[src/verilog/adcmon_pkg.sv]
package adcmon_pkg;

	// Register byte offsets
	localparam logic [7:0] ADCMON_OFS_CTRL0  = 8'h00;
	localparam logic [7:0] ADCMON_OFS_CTRL1  = 8'h04;
	localparam logic [7:0] ADCMON_OFS_STATUS = 8'h08;
	localparam logic [7:0] ADCMON_OFS_MASK   = 8'h0C;

	// Control register field positions
	localparam int ADCMON_POS_CHAN   = 0;
	localparam int ADCMON_POS_DIR    = 4;
	localparam int ADCMON_POS_METHOD = 5;
	localparam int ADCMON_POS_EN     = 7;
	localparam int ADCMON_POS_COUNT  = 8;

	// Sizes
	localparam int ADCMON_NUM_MON  = 2;
	localparam int ADCMON_RES_W    = 12;
	localparam int ADCMON_CHAN_NUM = 12;
	localparam int ADCMON_CNT_W    = 5;

	// Counting method and direction codes
	localparam logic ADCMON_METHOD_SERIAL = 1'b0;
	localparam logic ADCMON_METHOD_CUMUL  = 1'b1;
	localparam logic ADCMON_DIR_BIGGER    = 1'b0;
	localparam logic ADCMON_DIR_SMALLER   = 1'b1;

	// Counter limits
	localparam logic [ADCMON_CNT_W-1:0] ADCMON_CNT_MAX = 5'h10;

	typedef struct packed {
		logic [3:0] judge_count;
		logic       enable;
		logic       method;
		logic       direction;
		logic [3:0] channel_sel;
	} adcmon_ctrl_s;

	localparam adcmon_ctrl_s ADCMON_CTRL_RST = '{4'h0, 1'b0, 1'b0, 1'b0, 4'h0};

	typedef struct packed {
		logic [7:0]  addr;
		logic [31:0] wdata;
		logic        we;
		logic        re;
	} adcmon_bus_s;

	typedef struct packed {
		logic                    done;
		logic [3:0]              channel;
		logic [ADCMON_RES_W-1:0] result;
	} adcmon_conv_s;

	typedef struct packed {
		adcmon_ctrl_s [ADCMON_NUM_MON-1:0]                  ctrl;
		logic [ADCMON_NUM_MON-1:0][ADCMON_CNT_W-1:0]        cnt;
		logic [ADCMON_NUM_MON-1:0]                          status;
		logic [ADCMON_NUM_MON-1:0]                          mask;
		logic [ADCMON_NUM_MON-1:0]                          pulse;
		logic [31:0]                                        rdata;
	} adcmon_state_s;

endpackage

[src/verilog/adcmon_top.sv]
// Chosen here: the plain strobed port and the placing of the registers.
`timescale 1ns/1ps
module adcmon_top
	import adcmon_pkg::*;
#(
	parameter int NUM_CH = ADCMON_CHAN_NUM
) (
	// Clock and reset
	input  wire logic                    ref_clk,
	input  wire logic                    resetn,
	// Register port
	input  wire adcmon_bus_s             bus,
	output logic [31:0]                  reg_rdata,
	// Converter result path and sequencer mode
	input  wire adcmon_conv_s            conv,
	input  wire logic                    fixed_repeat_mode,
	input  wire logic                    scan_repeat_mode,
	input  wire logic [ADCMON_RES_W-1:0] compare_value_0,
	input  wire logic [ADCMON_RES_W-1:0] compare_value_1,
	// Interrupts
	output logic                         monitor_irq_0,
	output logic                         monitor_irq_1,
	output logic                         irq
);

	if (NUM_CH < 1 || NUM_CH > 16) begin : g_bad_num_ch
		$error("NUM_CH must lie between 1 and 16");
	end

	function automatic logic [31:0] ctrl_pack(input adcmon_ctrl_s c);
		logic [31:0] w;
		w = 32'h0000_0000;
		w[ADCMON_POS_COUNT +: 4] = c.judge_count;
		w[ADCMON_POS_EN]         = c.enable;
		w[ADCMON_POS_METHOD]     = c.method;
		w[ADCMON_POS_DIR]        = c.direction;
		w[ADCMON_POS_CHAN +: 4]  = c.channel_sel;
		return w;
	endfunction

	function automatic adcmon_ctrl_s ctrl_unpack(input logic [31:0] w);
		adcmon_ctrl_s c;
		c.judge_count = w[ADCMON_POS_COUNT +: 4];
		c.enable      = w[ADCMON_POS_EN];
		c.method      = w[ADCMON_POS_METHOD];
		c.direction   = w[ADCMON_POS_DIR];
		c.channel_sel = w[ADCMON_POS_CHAN +: 4];
		return c;
	endfunction

	// Required number of matches
	function automatic logic [ADCMON_CNT_W-1:0] target(input logic [3:0] code);
		return {1'b0, code} + 5'h01;
	endfunction

	function automatic logic result_match(input logic dir, input logic [ADCMON_RES_W-1:0] res,
					      input logic [ADCMON_RES_W-1:0] cmp);
		return (dir == ADCMON_DIR_SMALLER) ? (res < cmp) : (res > cmp);
	endfunction

	adcmon_state_s                           s_q;
	adcmon_state_s                           s_d;
	logic [ADCMON_NUM_MON-1:0]               fire;
	logic [ADCMON_NUM_MON-1:0]               match;
	logic [ADCMON_NUM_MON-1:0][ADCMON_RES_W-1:0] cmp_val;
	logic                                    repeat_mode;

	assign cmp_val[0]  = compare_value_0;
	assign cmp_val[1]  = compare_value_1;
	assign repeat_mode = fixed_repeat_mode | scan_repeat_mode;

	// Per-monitor conversion event and compare outcome
	always_comb begin
		for (int m = 0; m < ADCMON_NUM_MON; m++) begin
			fire[m]  = conv.done && repeat_mode && s_q.ctrl[m].enable &&
				   ({1'b0, s_q.ctrl[m].channel_sel} < 5'(NUM_CH)) &&
				   (conv.channel == s_q.ctrl[m].channel_sel);
			match[m] = result_match(s_q.ctrl[m].direction, conv.result, cmp_val[m]);
		end
	end

	always_comb begin
		logic [ADCMON_CNT_W-1:0] nxt;
		nxt       = '0;
		s_d       = s_q;
		s_d.pulse = '0;
		s_d.rdata = 32'h0000_0000;
		for (int m = 0; m < ADCMON_NUM_MON; m++) begin
			nxt = s_q.cnt[m];
			if (!s_q.ctrl[m].enable) begin
				s_d.cnt[m] = '0;
			end else if (fire[m] && match[m]) begin
				nxt = (s_q.cnt[m] < ADCMON_CNT_MAX) ? s_q.cnt[m] + 5'h01 : s_q.cnt[m];
				if (s_q.ctrl[m].method == ADCMON_METHOD_CUMUL) begin
					if (nxt >= target(s_q.ctrl[m].judge_count)) begin
						s_d.pulse[m] = 1'b1;
						s_d.cnt[m]   = '0;
					end else begin
						s_d.cnt[m] = nxt;
					end
				end else begin
					s_d.cnt[m]   = nxt;
					// Saturated counter keeps firing on each match
					s_d.pulse[m] = (nxt >= target(s_q.ctrl[m].judge_count));
				end
			end else if (fire[m] && s_q.ctrl[m].method == ADCMON_METHOD_SERIAL) begin
				s_d.cnt[m] = '0;
			end
			// Failing cumulative conversion falls through and holds
		end
		// Register writes
		if (bus.we) begin
			unique case (bus.addr)
				ADCMON_OFS_CTRL0: begin
					s_d.ctrl[0] = ctrl_unpack(bus.wdata);
					if (!s_d.ctrl[0].enable) begin
						s_d.cnt[0] = '0;
					end
				end
				ADCMON_OFS_CTRL1: begin
					s_d.ctrl[1] = ctrl_unpack(bus.wdata);
					if (!s_d.ctrl[1].enable) begin
						s_d.cnt[1] = '0;
					end
				end
				ADCMON_OFS_MASK: begin
					s_d.mask = bus.wdata[ADCMON_NUM_MON-1:0];
				end
				default: begin
				end
			endcase
		end
		// Sticky status, set wins over write-one-to-clear
		if (bus.we && bus.addr == ADCMON_OFS_STATUS) begin
			s_d.status = s_q.status & ~bus.wdata[ADCMON_NUM_MON-1:0];
		end
		s_d.status = s_d.status | s_d.pulse;
		// Read data for the following cycle
		if (bus.re) begin
			unique case (bus.addr)
				ADCMON_OFS_CTRL0:  s_d.rdata = ctrl_pack(s_q.ctrl[0]);
				ADCMON_OFS_CTRL1:  s_d.rdata = ctrl_pack(s_q.ctrl[1]);
				ADCMON_OFS_STATUS: s_d.rdata = {30'h0000_0000, s_q.status};
				ADCMON_OFS_MASK:   s_d.rdata = {30'h0000_0000, s_q.mask};
				default:           s_d.rdata = 32'h0000_0000;
			endcase
		end
	end

	always_ff @(posedge ref_clk) begin
		if (!resetn) begin
			s_q.ctrl   <= {ADCMON_CTRL_RST, ADCMON_CTRL_RST};
			s_q.cnt    <= '0;
			s_q.status <= '0;
			s_q.mask   <= '0;
			s_q.pulse  <= '0;
			s_q.rdata  <= 32'h0000_0000;
		end else begin
			s_q <= s_d;
		end
	end

	assign reg_rdata     = s_q.rdata;
	assign monitor_irq_0 = s_q.pulse[0];
	assign monitor_irq_1 = s_q.pulse[1];
	assign irq           = |(s_q.status & s_q.mask);
endmodule
[config.mk]
export PLATFORM = sky130hd
export DESIGN_NAME = adcmon_top
export DESIGN_NICKNAME = d
export VERILOG_FILES = /design/src/verilog/adcmon_pkg.sv /design/src/verilog/adcmon_top.sv
export SDC_FILE = /design/constraint.sdc
export NUM_CORES = 1
export LEC_CHECK = 0
export BUFFER_PORTS_ARGS = -buffer_cell sky130_fd_sc_hd__buf_2
export CAP_MARGIN = 40
export CORE_MARGIN = 5
export CORE_UTILIZATION = 55
export DETAILED_ROUTE_END_ITERATION = 6
export PLACE_DENSITY = 0.94
export SYNTH_ARGS = -nofsm -noshare
export SYNTH_HDL_FRONTEND = slang
export SYNTH_SLANG_ARGS = --single-unit
[constraint.sdc]
create_clock -name ref_clk -period 4.5 [get_ports ref_clk]
set_input_delay 0 -clock ref_clk [delete_from_list [all_inputs] [get_ports ref_clk]]
set_output_delay 0 -clock ref_clk [all_outputs]
set_load 0.01 [all_outputs]
=== Word-level counts from Yosys, hierarchy flattened ===
Index checks and enable logic that the tools add are counted.

* Bits in registers: 70
* Input port bits: 87
* Output and inout port bits: 35
* Logic and storage cells: 89

* Add/subtract/negate cells: 4
* Order comparisons: 10
* Eq/ne operators: 5
* Mux-type cells: 29
* Bitwise operators: 7
* Reductions and logical operators: 18

{| class="wikitable"
|+ Operators by type and width
! operator !! number
|-
| 2-to-1 mux 5 bit || 16
|-
| case mux 12 bit (4 select lines) || 1
|-
| > comparator 12 bit || 2
|-
| less-than comparator 12 bit || 2
|-
| == test 8 x 4 -> 1 bit, second input constant || 2
|-
| logical AND 1 bit || 12
|-
| adder 4 x 1 -> 5 bit, second input constant || 2
|-
| adder 5 x 1 -> 5 bit, second input constant || 2
|-
| greater-or-equal comparator 5 bit || 2
|-
| less-than comparator 5 bit, second input constant || 2
|-
| 2-to-1 mux 1 bit || 10
|-
| 2-to-1 mux 10 bit || 1
|-
| == test 4 bit || 2
|-
| == test 8 x 3 -> 1 bit, second input constant || 1
|-
| zero test 8 bit || 1
|-
| less-than comparator 4 bit, second input constant || 2
|-
| AND reduction 2 bit || 4
|-
| bitwise AND 2 bit || 2
|-
| 2-to-1 mux 2 bit || 1
|-
| inverter 1 bit || 2
|-
| inverter 2 bit || 1
|-
| OR 2 bit || 1
|-
| OR reduction 2 bit || 1
|-
| OR 1 bit || 1
|}

=== Depth between registers and ports, before layout ===
* Depth after elaboration: 12
* Mapped depth: 10
* Depth with buffers taken out: 9

=== Worst setup path before layout ===
No wires, ideal clock.

* Path kind: register to register
* Start point: reg s_q[43] in the netlist's numbering
* End point: reg s_q[43] in the netlist's numbering
* Library setup time: 0.070 ns
* Data arrival time: 2.234 ns
* Required time: 4.430 ns
* Setup slack: 2.196 ns
* Stages on the path, launching flop included: 9
* Buffers on the path: 0
* Clock period less this slack: 2.304 ns
* Path through: dfxtp_1 > ha_1 > mux2_2 > ha_1 > a21o_1 > a21oi_1 > o21ai_0 > a2111o_1 > a21oi_1

* Cells in the longest elaborated chain, start to end: 10
* Elaborated cells on any way between the ends: 12
* Those cells by class: add/sub (1); order compare (2); mux (9)

{| class="wikitable"
|+ Ends and longest elaborated chain
! element !! RTL line !! text
|-
| start, declared || adcmon_top.sv:61 || <nowiki>adcmon_state_s s_q;</nowiki>
|-
| adder 5 x 1 -> 5 bit / less-than comparator 5 bit (equally long branches) || adcmon_top.sv:93 || <nowiki>nxt = (s_q.cnt[m] < ADCMON_CNT_MAX) ? s_q.cnt[m] + 5'h01 : s_q.cnt[m];</nowiki>
|-
| 2-to-1 mux 5 bit || adcmon_top.sv:93 ||
|-
| greater-or-equal comparator 5 bit || adcmon_top.sv:95 || <nowiki>if (nxt >= target(s_q.ctrl[m].judge_count)) begin</nowiki>
|-
| 2-to-1 mux 5 bit || adcmon_top.sv:95 ||
|-
| 2-to-1 mux 5 bit || adcmon_top.sv:94 || <nowiki>if (s_q.ctrl[m].method == ADCMON_METHOD_CUMUL) begin</nowiki>
|-
| 2-to-1 mux 5 bit * || adcmon_top.sv:92 || <nowiki>end else if (fire[m] && match[m]) begin</nowiki>
|-
| 2-to-1 mux 5 bit * || adcmon_top.sv:90 || <nowiki>if (!s_q.ctrl[m].enable) begin</nowiki>
|-
| 2-to-1 mux 5 bit || adcmon_top.sv:122 || <nowiki>if (!s_d.ctrl[1].enable) begin</nowiki>
|-
| 2-to-1 mux 5 bit || adcmon_top.sv:113 || <nowiki>unique case (bus.addr)</nowiki>
|-
| 2-to-1 mux 10 bit * || adcmon_top.sv:112 || <nowiki>if (bus.we) begin</nowiki>
|}

Mark *: on every way between the ends. The rest lies on a longest branch, timed or not.
A chain may end at the register's enable or synchronous reset.

=== Worst setup path after layout ===
Ends and elaborated chain as after synthesis.

==> run_results.csv <==
group,metric,value,unit
routing,detail-route-antenna-nets,0,
global_route,antenna_found_initial,0,
place,dp_cells,534,
cts,clock_sinks,49,
hold_path,hp-class,"in -> reg",
die,rows,29,
synthesis,yosys.area_share.simple,20.3,%
die,dieArea,8280,sq um
synthesis,synth_seq_cells,49,
synthesis,seq_area_frac_synth,27.2,%
final_layout,diodes,0,
die,fp.dieW,91.0,microns
final_layout,fin_cells,551,
final_layout,layout_commonest_cell,"buf_2",
synthesis,async_flop_share,0,%
global_route,grt_pass1_wl,13500,microns
synthesis,synth-xor-area-share,3.88,%
final_layout,multiInputGateArea,2290,sq um
routing,first_pass_iters,4,
pwr,ir_worst_vdd,0.000215,V
final_layout,final_cell_area,4080,sq um
synthesis,muxShareOfSynthArea,12.5,%
die,die_h,91.0,microns
routing,wl_per_cell,14.6,microns
cts,path_clk_slew,0.09,ns
setup_path,critPathArrivalTime,2.89,ns
setup_path,cp-start-kind,"flop",
synthesis,yosysWarningCount,0,
timing,relSlewSlack,43.4,%
routing,dr_total_vias,2977,
setup_path,cp-end-kind,"flop",
run_status,status,"finished clean",
global_route,grt_pass1_vias,3070,
pwr,leakage,1.95,nW
setup_path,required,4.74,ns
synthesis,synth_compound_area_share,11.4,%
global_route,gr-total-overflow,0,
final_layout,nets,598,
place,dp.final_hpwl,6360,microns
die,start_util,56.8,%
final_layout,area_growth,13.0,%
cts,cts_tree,"built",
place,port_buffers,79,
timing,hold_viol,0,
final_layout,seqCellArea,981,sq um
timing,slew_violations,0,
routing,drc_errors,0,
cts,insertion_delay,0.31,ns
place,place_area,3890,sq um
global_route,grt_use_total,19.2,%
synthesis,synth_ff_type,"dfxtp_1",
synthesis,synth_adder_area_share,13.2,%
setup_path,crit_path_max_fanout,6,
final_layout,mostFrequentLayoutCells,"79 x buf_2, 49 x dfxtp_1, 38 x ha_1",
timing,post-route-min-period,2.66,ns
routing,via_per_inst,5.40,
routing,drt-total-wl,8070,microns
timing,rsz0062_at_grt,"no",
synthesis,synth_top_family_by_area,"simple AND/OR/NAND/NOR gates",
final_layout,drive_above_1_share,22.6,%
final_layout,fill_cells,507,
synthesis,syn_area_per_cell,9.04,sq um
timing,setup_viol,0,
cts,cts_root_buffer,"clkbuf_8",
job,drv_cap,0,
timing,clock-skew-final,0.00892,ns
timing,finalCritPeriodShare,59.0,%
place,place_congestion,0.870,
cts,numCtsBuffers,5,
die,core_region_area,6350,sq um
synthesis,synth_area,3610,sq um
timing,worstMarginPinSlew,0.849,ns
global_route,grt_start_max_net_pins,30,
synthesis,synth_edf_count,0,
timing,fin_tns_setup,0,ns
pwr,p_per_area,204,nW/um^2
cts,clock_tree.htree_level_count,2,
cts,clockBufferDepth,2,
synthesis,ys_types,56,
routing,first_iter_violations,129,
cts,postCtsSetupBuffers,0,
synthesis,syn_inst,399,
die,io_pins,122,
timing,fmaxAchievable,377,MHz
setup_path,critical_path_class,"reg -> reg",
[layer usage]
layer  routed length, microns  share of wire, %  vias up  track usage [%]
met5                        0                 0        -                0
met1                     3270                41     1386             22.1
met2                     4040                50      103             34.2
li1                         -                 -     1474                -
met4                      147               1.8        0             7.46
met3                      609               7.5       14             4.63
[power breakdown]
group / internal (W) / switching (W) / leakage [nW]
registers: 0.000433 / 0.000000326 / 0.394
logic: 0.0000589 / 0.0000637 / 1.50
clock network: 0.000125 / 0.000150 / 0.0512
[state kept, by name (all words and copies together), names as in the netlist]
signal	cells
s_q	36
reg_rdata	11
monitor_irq_0	1
monitor_irq_1	1
[final timing paths]
kind	from	end	slack, ns	depth (start not counted)
min reg2reg	s_q[37]	s_q[37]	0.49	2
max	s_q[43]	s_q[43]	1.84	8
max reg2reg	s_q[43]	s_q[43]	1.84	8
min	bus[3]	s_q[37]	0.01	4
[cells by family (layout without fill, tap and decap cells)]
kind of cell	count (synthesis)	after routing
AO/OA/AOI/OAI	52	52
XOR/XNOR	16	16
adder cells (fa/ha/maj)	38	38
buffers and inverters	75	130
flip-flops	49	49
multiplexers	42	42
other	1	21
AND/OR/NAND/NOR	126	126
[metrics by stage]
| stage | setup WS [ns] | util [%] | hold WS, ns | power (W) |
|---|---|---|---|---|
| floorplan | 2.20 | - | 0.166 | 0.000524 |
| global placement | 2.04 | 61.3 | 0.268 | 0.000553 |
| detailed placement | 1.90 | 61.3 | 0.277 | 0.000560 |
| CTS | 1.88 | 64.2 | 0.00566 | 0.000839 |
| global route | 1.67 | 64.2 | 0.0183 | 0.000872 |
| finish | 1.84 | 64.2 | 0.0130 | 0.000831 |
[cells in the mapped netlist (4+ instances only)]
cell      count  area [sq um]
a21o_1        5          37.5
a21oi_1      18          90.1
and2_1        4          25.0
and3_1        6          37.5
buf_4        33           248
clkbuf_1      6          22.5
dfxtp_1      49           981
ha_1         38           475
inv_1        33           124
mux2i_1      37           370
nand2_1      12          45.0
nand2b_1      8          50.1
nand3_1      21           105
nor2_1       21          78.8
nor2b_1      29           181
o211a_1       4          40.0
or3b_1        4          35.0
xnor2_1       8          70.1
xor2_1        8          70.1
[critical path: stages, from the launching register on]
cell and delay (ns):
dfxtp_1 0.44, ha_1 0.26, mux2_2 0.30, ha_1 0.32, a21o_1 0.16, a21oi_1 0.41
o21ai_0 0.17, a2111o_1 0.40, a21oi_1 0.12
[cell type report]
type | instances | share of cell area (%)
tap | 77 | 2.36
sequential | 49 | 24.1
multi-input combinational | 295 | 56.1
clock inverter | 2 | 0.338
clock buffer | 6 | 2.03
inverter | 33 | 3.04
timing repair buffer | 89 | 12.1
[timing repair]
item	4_1_cts	5_1_grt
gates resized for setup	0	0
hold endpoints to repair	15	0
hold buffers	9	0
No activity file was read; power rests on OpenSTA's default activity.
